File: config.mk
export PLATFORM = sky130hd
export DESIGN_NAME = rcseq_top
export DESIGN_NICKNAME = d
export VERILOG_FILES = /design/src/rcseq_top.v
export VERILOG_INCLUDE_DIRS = /design/src
export SDC_FILE = /design/constraint.sdc
export NUM_CORES = 1
export LEC_CHECK = 0
export ABC_AREA = 1
export BUFFER_PORTS_ARGS = -buffer_cell sky130_fd_sc_hd__buf_2
export CAP_MARGIN = 20
export CORE_UTILIZATION = 40
export DETAILED_ROUTE_END_ITERATION = 6
export PLACE_DENSITY = 0.63
export SLEW_MARGIN = 20
export SYNTH_ARGS = -nofsm -noshare
export SYNTH_HDL_FRONTEND = slang
export SYNTH_SLANG_ARGS = --single-unit
File: constraint.sdc
create_clock -name REF_CLK -period 15.85 [get_ports REF_CLK]
set_clock_uncertainty 0.1 [all_clocks]
set_input_delay 0.7925 -clock REF_CLK [delete_from_list [all_inputs] [get_ports REF_CLK]]
set_output_delay 0.7925 -clock REF_CLK [all_outputs]
set_load 0.02 [all_outputs]
File: src/rcseq_regs.vh
// Purpose: constants for the reader command sequencer
// Assumes: 20 MHz REF_CLK, host sits on plain command/fifo ports
// Notes: no software registers inside this block
`ifndef RCSEQ_REGS_VH
`define RCSEQ_REGS_VH
`define RCSEQ_CMD_IDLE 6'h00
`define RCSEQ_CMD_CFG 6'h07
`define RCSEQ_CMD_AUTH1 6'h0c
`define RCSEQ_CMD_CRC 6'h12
`define RCSEQ_CMD_AUTH2 6'h14
`define RCSEQ_CMD_KEY 6'h19
`define RCSEQ_CMD_INIT 6'h3f
`define RCSEQ_KEY_BYTES 4'hc
`define RCSEQ_AUTH1_BYTES 4'h6
`define RCSEQ_CFG_BYTES 4'h2
`define RCSEQ_RST_CYCLES 4'h4
`define RCSEQ_CRC_PRESET 16'h6363
`define RCSEQ_CRC_POLY 16'h8408
`endif

File: src/rcseq_top.v
// Purpose: command sequencer of a contactless reader
// Assumes: fifo and nvm are outside; one clock REF_CLK
// Notes: all outputs come from flip-flops
`timescale 1ns/1ns
`include "rcseq_regs.vh"
module rcseq_top (
  input wire REF_CLK,
  input wire NRST,
  input wire HARD_RESET_POWERDOWN_PIN,
  input wire CMD_WR,
  input wire [5:0] CMD_WDATA,
  input wire RD_REQ,
  input wire [5:0] RD_ADDR,
  input wire FIFO_EMPTY,
  input wire [7:0] FIFO_RDATA,
  input wire NVM_ACK,
  input wire AUTH_DONE,
  output reg FIFO_POP,
  output reg [5:0] CMD_REG,
  output reg IDLE_DONE_FLAG,
  output reg RD_ALLOW,
  output reg INIT_RESET_PHASE,
  output reg NVM_LOAD_REQ,
  output reg [15:0] NVM_ADDR,
  output reg AUTH_ONE_GO,
  output reg AUTH_TWO_GO,
  output reg [95:0] KEY_BUF,
  output reg [47:0] AUTH_ARGS,
  output reg [7:0] CRC_VALUE_LOW,
  output reg [7:0] CRC_VALUE_HIGH
);
////////////////////////////////////////////////////////////////////////
localparam S_IDLE = 6'h01;
localparam S_INIT = 6'h02;
localparam S_ARGS = 6'h04;
localparam S_WORK = 6'h08;
localparam S_CRC = 6'h10;
localparam S_NVM = 6'h20;

function [15:0] crc_byte;
  input [15:0] c;
  input [7:0] d;
  integer i;
  reg [15:0] t;
  begin
    t = c ^ {8'h00, d};
    for (i = 0; i < 8; i = i + 1) begin
      if (t[0])
        t = (t >> 1) ^ `RCSEQ_CRC_POLY;
      else
        t = t >> 1;
    end
    crc_byte = t;
  end
endfunction
////////////////////////////////////////////////////////////////////////
reg rst_a_ff;
reg rst_b_ff;
always @(posedge REF_CLK or negedge NRST) begin
  if (!NRST) begin
    rst_a_ff <= 1'b0;
    rst_b_ff <= 1'b0;
  end else begin
    rst_a_ff <= 1'b1;
    rst_b_ff <= rst_a_ff;
  end
end
wire rst_n = rst_b_ff;

// pin synchroniser, first stage read only by the second
reg pin_a_ff;
reg pin_b_ff;
reg pin_c_ff;
always @(posedge REF_CLK or negedge rst_n) begin
  if (!rst_n) begin
    pin_a_ff <= 1'b1;
    pin_b_ff <= 1'b1;
    pin_c_ff <= 1'b1;
  end else begin
    pin_a_ff <= HARD_RESET_POWERDOWN_PIN;
    pin_b_ff <= pin_a_ff;
    pin_c_ff <= pin_b_ff;
  end
end
wire pin_fall = pin_c_ff & ~pin_b_ff;
////////////////////////////////////////////////////////////////////////
reg [5:0] state_ff;
reg [3:0] cnt_ff;
reg [3:0] need_ff;
reg pop_wait_ff;
reg [15:0] crc_ff;

wire host_cmd = CMD_WR & (state_ff != S_INIT);
wire can_pop = ~FIFO_EMPTY & ~FIFO_POP & ~pop_wait_ff;

// a pin fall outranks a host write in the same cycle
wire seq_free = ~pin_fall & ~host_cmd;
wire new_cmd = host_cmd & ~pin_fall;

// side datapaths only move while no restart is due
wire cmd_is_key = (CMD_REG == `RCSEQ_CMD_KEY);
wire cmd_is_auth1 = (CMD_REG == `RCSEQ_CMD_AUTH1);
wire in_args = (state_ff == S_ARGS);
wire in_crc = (state_ff == S_CRC);

wire arg_take = in_args & pop_wait_ff & seq_free;
wire crc_take = in_crc & pop_wait_ff & seq_free;
wire [15:0] crc_next = crc_byte(crc_ff, FIFO_RDATA);
wire page_ok = (state_ff != S_INIT) | (RD_ADDR[5:3] == 3'h0);

// pop, then a wait cycle: one byte in flight at a time
// cuts fifo rate to one byte per three cycles but keeps the byte count exact
wire arg_pop = in_args & can_pop & (cnt_ff < need_ff);
wire pop_go = seq_free & (arg_pop | (in_crc & can_pop));
////////////////////////////////////////////////////////////////////////
// fifo pop strobe and its data-valid shadow
always @(posedge REF_CLK or negedge rst_n) begin
  if (!rst_n) begin
    FIFO_POP <= 1'b0;
    pop_wait_ff <= 1'b0;
  end else begin
    FIFO_POP <= pop_go;
    // popped data arrives the cycle after the pop
    pop_wait_ff <= FIFO_POP;
  end
end

// read gate, one cycle behind the request
always @(posedge REF_CLK or negedge rst_n) begin
  if (!rst_n) begin
    RD_ALLOW <= 1'b0;
  end else begin
    RD_ALLOW <= RD_REQ & page_ok;
  end
end
////////////////////////////////////////////////////////////////////////
// crc datapath, preset again by every new command
always @(posedge REF_CLK or negedge rst_n) begin
  if (!rst_n) begin
    crc_ff <= `RCSEQ_CRC_PRESET;
    CRC_VALUE_LOW <= 8'h00;
    CRC_VALUE_HIGH <= 8'h00;
  end else if (new_cmd) begin
    crc_ff <= `RCSEQ_CRC_PRESET;
  end else if (crc_take) begin
    crc_ff <= crc_next;
    // result tracks the running value after each byte
    CRC_VALUE_LOW <= crc_next[7:0];
    CRC_VALUE_HIGH <= crc_next[15:8];
  end
end

// argument capture; the first byte ends at the bottom
always @(posedge REF_CLK or negedge rst_n) begin
  if (!rst_n) begin
    KEY_BUF <= 96'h0;
    AUTH_ARGS <= 48'h0;
  end else if (arg_take & cmd_is_key) begin
    KEY_BUF <= {FIFO_RDATA, KEY_BUF[95:8]};
  end else if (arg_take & cmd_is_auth1) begin
    AUTH_ARGS <= {FIFO_RDATA, AUTH_ARGS[47:8]};
  end
end
////////////////////////////////////////////////////////////////////////
// command sequencer proper

always @(posedge REF_CLK or negedge rst_n) begin
  if (!rst_n) begin
    // power-on reset lands here first
    state_ff <= S_INIT;
    cnt_ff <= 4'h0;
    need_ff <= 4'h0;
    CMD_REG <= `RCSEQ_CMD_INIT;
    IDLE_DONE_FLAG <= 1'b0;
    INIT_RESET_PHASE <= 1'b1;
    NVM_LOAD_REQ <= 1'b0;
    NVM_ADDR <= 16'h0000;
    AUTH_ONE_GO <= 1'b0;
    AUTH_TWO_GO <= 1'b0;
  end else begin
    AUTH_ONE_GO <= 1'b0;
    AUTH_TWO_GO <= 1'b0;
    IDLE_DONE_FLAG <= 1'b0;
    if (pin_fall) begin
      state_ff <= S_INIT;
      CMD_REG <= `RCSEQ_CMD_INIT;
      INIT_RESET_PHASE <= 1'b1;
      NVM_LOAD_REQ <= 1'b0;
      cnt_ff <= 4'h0;
    end else if (host_cmd) begin
      // fifo is never flushed here
      cnt_ff <= 4'h0;
      NVM_LOAD_REQ <= 1'b0;
      CMD_REG <= `RCSEQ_CMD_IDLE;
      state_ff <= S_IDLE;
      case (CMD_WDATA)
        `RCSEQ_CMD_KEY: begin
          CMD_REG <= CMD_WDATA;
          need_ff <= `RCSEQ_KEY_BYTES;
          state_ff <= S_ARGS;
        end
        `RCSEQ_CMD_AUTH1: begin
          CMD_REG <= CMD_WDATA;
          need_ff <= `RCSEQ_AUTH1_BYTES;
          state_ff <= S_ARGS;
        end
        `RCSEQ_CMD_CFG: begin
          CMD_REG <= CMD_WDATA;
          need_ff <= `RCSEQ_CFG_BYTES;
          state_ff <= S_ARGS;
        end
        `RCSEQ_CMD_AUTH2: begin
          CMD_REG <= CMD_WDATA;
          AUTH_TWO_GO <= 1'b1;
          state_ff <= S_WORK;
        end
        `RCSEQ_CMD_CRC: begin
          CMD_REG <= CMD_WDATA;
          state_ff <= S_CRC;
        end
        default: begin
          // idle, init code and unknown codes all fall to idle
          CMD_REG <= `RCSEQ_CMD_IDLE;
        end
      endcase
    end else begin
      case (state_ff)
        S_INIT: begin
          cnt_ff <= cnt_ff + 4'h1;
          if (INIT_RESET_PHASE) begin
            if (cnt_ff == `RCSEQ_RST_CYCLES) begin
              INIT_RESET_PHASE <= 1'b0;
              NVM_LOAD_REQ <= 1'b1;
              NVM_ADDR <= 16'h0000;
            end
          end else if (NVM_ACK) begin
            NVM_LOAD_REQ <= 1'b0;
            CMD_REG <= `RCSEQ_CMD_IDLE;
            IDLE_DONE_FLAG <= 1'b1;
            state_ff <= S_IDLE;
          end
        end
        S_ARGS: begin
          if (pop_wait_ff) begin
            cnt_ff <= cnt_ff + 4'h1;
            if (~cmd_is_key & ~cmd_is_auth1)
              NVM_ADDR <= {FIFO_RDATA, NVM_ADDR[15:8]};
            if (cnt_ff + 4'h1 == need_ff) begin
              // work begins only once all bytes are in
              if (cmd_is_key) begin
                CMD_REG <= `RCSEQ_CMD_IDLE;
                IDLE_DONE_FLAG <= 1'b1;
                state_ff <= S_IDLE;
              end else if (cmd_is_auth1) begin
                AUTH_ONE_GO <= 1'b1;
                state_ff <= S_WORK;
              end else begin
                NVM_LOAD_REQ <= 1'b1;
                state_ff <= S_NVM;
              end
            end
          end
        end
        S_WORK: begin
          if (AUTH_DONE) begin
            CMD_REG <= `RCSEQ_CMD_IDLE;
            IDLE_DONE_FLAG <= 1'b1;
            state_ff <= S_IDLE;
          end
        end
        S_NVM: begin
          if (NVM_ACK) begin
            NVM_LOAD_REQ <= 1'b0;
            CMD_REG <= `RCSEQ_CMD_IDLE;
            IDLE_DONE_FLAG <= 1'b1;
            state_ff <= S_IDLE;
          end
        end
        S_CRC: begin
          if (~pop_wait_ff & FIFO_EMPTY & ~FIFO_POP) begin
            // stream ends when the fifo runs dry
            CMD_REG <= `RCSEQ_CMD_IDLE;
            IDLE_DONE_FLAG <= 1'b1;
            state_ff <= S_IDLE;
          end
        end
        S_IDLE: begin
          cnt_ff <= 4'h0;
        end
        default: begin
          state_ff <= S_IDLE;
          CMD_REG <= `RCSEQ_CMD_IDLE;
        end
      endcase
    end
  end
end
endmodule // rcseq_top

==> impl_metrics.csv, run 1 <==
group,metric,value,unit
floorplan,core_area,0.0228,sq mm
finish,multi_input_area,0.00334,sq mm
sta,timing.hold.ws,0.237,ns
floorplan,die_h,156,microns
hold_path,min_path_type,"flip-flop to async pin",
sta,slew-limit-headroom,37.2,%
cts,cts_max_level,1,
synth,synth_top_family_by_area,"simple AND/OR/NAND/NOR gates",
global_routing,grt_usage,17.6,%
finish,seq_area,0.00563,sq mm
synth,ys_types,41,
synth,synthMuxAreaShare,12.3,%
synth,syn_inst,849,
critical_path,crit_arrival,3.63,ns
place,port_buffers,213,
synth,synthSimpleGateAreaFrac,14.1,%
sta,period_minus_slack,3.34,ns
floorplan,die-width,156,microns
synth,ys_ff_latch,224,
routing,drc,0,
synth,async_flop_share,100,%
critical_path,critPathRequiredTime,16.14,ns
critical_path,critPathKind,"flip-flop to flip-flop",
global_routing,overflow,0,
synth,syn_area_per_cell,11.1,sq um
synth,ys_seq_area_share,59.7,%
cts,cts_buffers,26,
cts,root_buffer,"clkbuf_16",
finish,syn_to_final_growth,22.7,%
synth,synthAdderAreaFrac,0.531,%
critical_path,worstSetupEndpointType,"flip-flop",
routing,drtPass1Iterations,5,
synth,synth_edf_count,0,
synth,yosysWarnings,0,
global_routing,antenna_found_initial,1,
sta,drv_slew,0,
critical_path,r2r-start,"pin_c_ff",
synth,ys.flop_type,"dfrtp_1",
routing,viasPerCell,4.70,
routing,vias,6561,
sta,fmax,300,MHz
routing,ant_nets,0,
global_routing,grt_pass1_wl,34.2,mm
critical_path,worstReg2RegEnd,"KEY_BUF[51]",
pwr,p_total,0.00130,W
place,place_area,0.0107,sq mm
finish,final_common_cell,"nand2_1",
finish,n_fill_cell,2123,
sta,fin_crit_sh,21.0,%
floorplan,die_area,0.0242,sq mm
pwr,max-vdd-ir-drop,67.5,uV
routing,first_iter_violations,374,
finish,drive_gt1_share,36.5,%
place,dp.final_hpwl,14.7,mm
place,gp_congestion,0.831,
job,drv_cap,0,
critical_path,cp_max_fo,61,
synth,syn-num-nets,881,
sta,worst_pin_slew,0.941,ns
critical_path,rrSetupSlack,12.51,ns
cts,cts_setup_buffers,0,
routing,avgRoutedWirePerCell,15.1,microns
sta,setup_viol,0,
cts,tritoncts,"done",
synth,synthXorXnorAreaFrac,2.14,%
sta,finalSetupTns,0,ns
cts,insertion_delay,0.53,ns
sta,final_hold_viol_count,0,
synth,synth_compound_area_share,6.18,%
pwr,power_leakage,6.41,nW
global_routing,grt_max_degree,66,
sta,rsz0062_at_grt,"no",
floorplan,ios,217,
pwr,powerDensity,113,mW/mm^2
cts,cts.sinks,224,
place,pre_cts_ws,12.55,ns
finish,fin_nets,1096,
cts,path_clk_slew,0.06,ns
synth,syn-cell-area,0.00943,sq mm
finish,finalInstanceArea,0.0116,sq mm
floorplan,start_util,41.3,%
floorplan,fp-row-count,55,
critical_path,startpoint_type,"flip-flop",
routing,drt_wl_total,21.1,mm
global_routing,grt_pass1_vias,6411,
cts,cts_max_path_buffers,3,
sta,timing.final.ws_setup,12.51,ns
status,status,"completed",
critical_path,rr_worst_depth,8,
finish,final_cell_mix,"nand2_1, buf_2, dfrtp_1",
==> per-layer routing <==
layer / routed length [microns] / part of all wire, % / global-route usage (%)
met3: 1500 / 7.1 / 4.40
met2: 9660 / 46 / 28.5
met5: 0 / 0 / 0
met1: 9690 / 46 / 23.6
met4: 298 / 1.4 / 4.20
==> cells by family after synthesis <==
family | after synthesis
AND/OR/NAND/NOR | 307
XOR/XNOR | 23
flip-flops | 224
buffers and inverters | 98
other | 1
adder cells (fa/ha/maj) | 4
AO/OA/AOI/OAI | 104
multiplexers | 88
==> how the worst max path moves through the flow <==
stage | to | cells past startpoint | start
floorplan | AUTH_ARGS[0] | 0 | rst_b_ff
global placement | KEY_BUF[82] | 8 | pin_c_ff
detailed placement | KEY_BUF[51] | 8 | pin_c_ff
CTS | KEY_BUF[60] | 8 | pin_c_ff
global route | AUTH_ARGS[44] | 11 | state_ff[1]
finish | KEY_BUF[51] | 8 | pin_c_ff
==> through the flow <==
step | std cells | utilization, %
finish | 1396 | 50.6
global route | 1395 | 50.6
CTS | 1395 | 50.6
detailed placement | 1348 | 46.9
global placement | 1348 | 46.9
floorplan | 849 | -
==> report_power, final <==
part / internal, W / leakage [nW] / switching, W
clock network: 0.000353 / 0.409 / 0.000229
registers: 0.000590 / 2.96 / 0.0000156
logic: 0.0000354 / 3.04 / 0.0000794
==> worst max-delay path, cell delays in order (launching register included) <==
cell and delay (ns):
dfstp_2 0.51, inv_1 0.04, nor2_2 0.22, inv_1 0.22
nand2_4 0.18, inv_2 0.14, nand3_4 0.47, buf_4 0.81
mux2_2 0.42
==> synthesized netlist by cell type (3+ instances only) <==
cell | number | area, sq um
buf_6 | 11 | 124
xnor2_1 | 12 | 105
clkbuf_1 | 5 | 18.8
buf_2 | 15 | 75.1
dfrtp_1 | 205 | 5130
ha_1 | 4 | 50.1
mux2_2 | 44 | 495
nand4_1 | 10 | 62.6
nand2_1 | 214 | 803
a21oi_1 | 3 | 15.0
dfstp_2 | 19 | 499
a31oi_1 | 6 | 37.5
inv_1 | 61 | 229
inv_2 | 3 | 11.3
nor2_4 | 4 | 45.0
nand3_1 | 35 | 175
mux2_4 | 44 | 661
o21ai_1 | 21 | 105
nor2_2 | 4 | 25.0
nor2_1 | 27 | 101
o211ai_1 | 4 | 30.0
o21ai_2 | 9 | 78.8
o21ai_0 | 56 | 280
xor2_1 | 11 | 96.3
==> state kept, by name (all words and copies together) (netlist names), 3 cells and up <==
| register | cells |
|---|---|
| KEY_BUF | 96 |
| NVM_ADDR | 16 |
| need_ff | 3 |
| AUTH_ARGS | 48 |
| state_ff | 6 |
| crc_ff | 16 |
| CRC_VALUE_HIGH | 8 |
| CRC_VALUE_LOW | 8 |
| CMD_REG | 6 |
| cnt_ff | 4 |
==> final cells by class <==
class	instances	area share (%)
Clock inverter	9	0.962
Timing Repair Buffer	219	9.62
Sequential cell	224	48.7
Tap cell	313	3.38
Antenna cell	1	0.0216
Inverter	66	2.14
Multi-Input combinational cell	527	28.9
Clock buffer	37	6.33
==> what timing repair did <==
action	in CTS	in global routing
resized for setup	0	0
hold buffers	1	0
hold endpoints to repair	2	0
Note: power is estimated with default switching activity, not from simulation.
==> inputs of run 2 (changes only) <==
--- a/config.mk
+++ b/config.mk
@@ -6,7 +6,7 @@
 export SDC_FILE = /design/constraint.sdc
 export NUM_CORES = 1
 export LEC_CHECK = 0
-export ABC_AREA = 1
+export ABC_AREA = 0
 export BUFFER_PORTS_ARGS = -buffer_cell sky130_fd_sc_hd__buf_2
 export CAP_MARGIN = 20
 export CORE_UTILIZATION = 40
==> constraint.sdc (replaced) <==
create_clock -name REF_CLK -period 3.1 [get_ports REF_CLK]
set_clock_uncertainty 0.1 [all_clocks]
set_input_delay 0.155 -clock REF_CLK [delete_from_list [all_inputs] [get_ports REF_CLK]]
set_output_delay 0.155 -clock REF_CLK [all_outputs]
set_load 0.02 [all_outputs]
==> impl_metrics.csv, run 2 <==
group,metric,value,unit
place,pre_cts_ws,0.361,ns
status,status,"completed",
routing,ant_nets,0,
synth,synth_edf_count,0,
finish,fin_nets,991,
place,place_area,0.0107,sq mm
place,gp_congestion,0.870,
synth,yosysWarnings,0,
critical_path,worstSetupEndpointType,"flip-flop",
finish,top_register,"KEY_BUF",
finish,fin_cells,1262,
synth,syn_inst,713,
routing,first_iter_violations,340,
sta,fin_crit_sh,90.7,%
floorplan,die_h,154,microns
synth,ys_ff_latch,224,
sta,slew-limit-headroom,51.7,%
routing,viasPerCell,5.05,
synth,syn-cell-area,0.00930,sq mm
cts,cts_max_level,1,
cts,cts_buffers,24,
cts,path_clk_slew,0.06,ns
routing,drc,0,
finish,multi_input_area,0.00341,sq mm
synth,syn-num-nets,745,
finish,antennaDiodeCount,0,
finish,seq_area,0.00563,sq mm
floorplan,die_area,0.0239,sq mm
pwr,powerDensity,570,mW/mm^2
routing,drt_wl_total,21.0,mm
sta,timing.final.ws_setup,0.288,ns
routing,vias,6378,
critical_path,crit_arrival,3.11,ns
routing,drtPass1Iterations,4,
pwr,power_leakage,6.41,nW
pwr,max-vdd-ir-drop,472,uV
synth,synth_top_area_cell,"dfrtp_1",
synth,ys.flop_type,"dfrtp_1",
cts,cts_max_path_buffers,3,
cts,cts_resized,0,
job,drv_cap,0,
cts,root_buffer,"clkbuf_16",
place,dp.final_hpwl,14.4,mm
floorplan,ios,217,
finish,reg.largest.list,"KEY_BUF: 96 flops, AUTH_ARGS: 48 flops",
floorplan,core_area,0.0227,sq mm
sta,period_minus_slack,2.81,ns
synth,ys_types,60,
sta,finalSetupTns,0,ns
hold_path,min_path_type,"input port to flip-flop",
place,port_buffers,213,
floorplan,fp-row-count,55,
sta,rsz0062_at_grt,"no",
finish,syn_to_final_growth,26.8,%
synth,synthTopCellsByArea,"dfrtp_1, mux2_2, dfstp_2, o21ai_0, nor2_1",
finish,n_fill_cell,1990,
finish,final_cell_mix,"buf_2, dfrtp_1, mux2_2",
critical_path,startpoint_type,"flip-flop",
synth,async_flop_share,100,%
critical_path,critPathKind,"flip-flop to flip-flop",
sta,fmax,356,MHz
synth,ys_top_cells_by_count,"dfrtp_1, mux2_2, nor2_1, o21ai_0, inv_1",
sta,worst_pin_slew,0.724,ns
global_routing,antenna_found_initial,0,
cts,cts.sinks,224,
finish,largest_register_ffs,96,
floorplan,die-width,154,microns
finish,final_common_cell,"buf_2",
finish,finalInstanceArea,0.0118,sq mm
routing,avgRoutedWirePerCell,16.7,microns
sta,final_hold_viol_count,0,
synth,synth_most_common_cell,"dfrtp_1",
synth,yosys.area.top_type_share,55.2,%
floorplan,start_util,40.9,%
global_routing,grt_pass1_wl,34.3,mm
synth,syn_area_per_cell,13.0,sq um
critical_path,critPathRequiredTime,3.40,ns
place,placedCellCount,1195,
critical_path,cp_max_fo,96,
synth,ys_seq_area_share,60.6,%
global_routing,grt_pass1_vias,6345,
sta,timing.hold.ws,0.0503,ns
finish,drive_gt1_share,45.5,%
global_routing,grt_usage,18.0,%
cts,insertion_delay,0.52,ns
sta,drv_slew,0,
cts,tritoncts,"done",
sta,setup_viol,0,
global_routing,grt_max_degree,97,
global_routing,overflow,0,
## run 2: changes by cell type in the layout (fill, tap and decap cells not counted), sizes merged, moves of 11 or more
cell | previous run | this run
nand2 | 217 | 27
mux2 | 88 | 146
o21ai | 86 | 40
inv | 64 | 29
dlygate4sd3 | 1 | 23
nor2 | 35 | 52
nand3 | 37 | 23
a21o | 0 | 11
## run 2: power breakdown
part	switching (W)	internal [W]	total [W]
Clock	0.00116	0.00178	0.00294
Combinational	0.000403	0.000241	0.000643
Sequential	0.000106	0.00303	0.00314
Total	0.00167	0.00505	0.00672
## run 2: layout make-up
| type | count | share of cell area [%] |
|---|---|---|
| Sequential cell | 224 | 47.8 |
| Clock buffer | 31 | 5.66 |
| Clock inverter | 13 | 1.36 |
| Inverter | 28 | 0.892 |
| Timing Repair Buffer | 250 | 12.3 |
| Tap cell | 285 | 3.03 |
| Multi-Input combinational cell | 431 | 29.0 |
## run 2: layer usage
metal / wire, microns / up-vias / share of wire [%] / GRT usage (%)
met5: 0 / - / 0 / 0
met4: 459 / 0 / 2.2 / 5.14
met3: 1300 / 41 / 6.2 / 3.61
met2: 10100 / 208 / 48 / 30.0
met1: 9180 / 3113 / 44 / 23.7
li1: - / 3016 / - / -
## run 2: per-stage QoR
| stage | power (W) | util (%) |
|---|---|---|
| 6_report | 0.00672 | 51.9 |
| 4_1_cts | 0.00684 | 51.9 |
| 3_5_place_dp | 0.00382 | 47.3 |
| 5_1_grt | 0.00705 | 51.9 |
| 2_1_floorplan | 0.00358 | - |
| 3_3_place_gp | 0.00380 | 47.3 |
## run 2: path summary, 6_finish.rpt
kind                              from     endpoint  slack, ns  cells after the start
max reg2reg                state_ff[1]  KEY_BUF[25]       0.29                      6
max in group asynchronous     rst_b_ff   CMD_REG[0]       1.75                      1
min in group asynchronous     rst_b_ff  KEY_BUF[63]       0.30                      0
min reg2reg                   rst_a_ff     rst_b_ff       0.25                      0
min                             CMD_WR    cnt_ff[0]       0.05                      5
max                        state_ff[1]  KEY_BUF[25]       0.29                      6
## run 2: worst max-delay path, cell delays in order (launching register included)
cell     delay [ns]
dfstp_2        0.56
or4b_1         0.52
o21a_1         0.36
nor2_4         0.23
nand4_1        0.18
buf_12         0.27
mux2_2         0.36
## run 2: logic make-up after synthesis
kind of cell | synth area share [%]
xor gates and xnor gates | 2.64
buffers and inverters | 2.80
and+or+nand+nor | 8.59
muxes | 18.2
AOI/OAI and AO/OA | 6.69
adders and majority gates | 0.538
other | 0.0403
DFF | 60.6
## run 2: repair_timing
action                    4_1_cts  5_1_grt
setup buffers                   0        0
hold buffers                   23        0
hold endpoints to repair       41        0
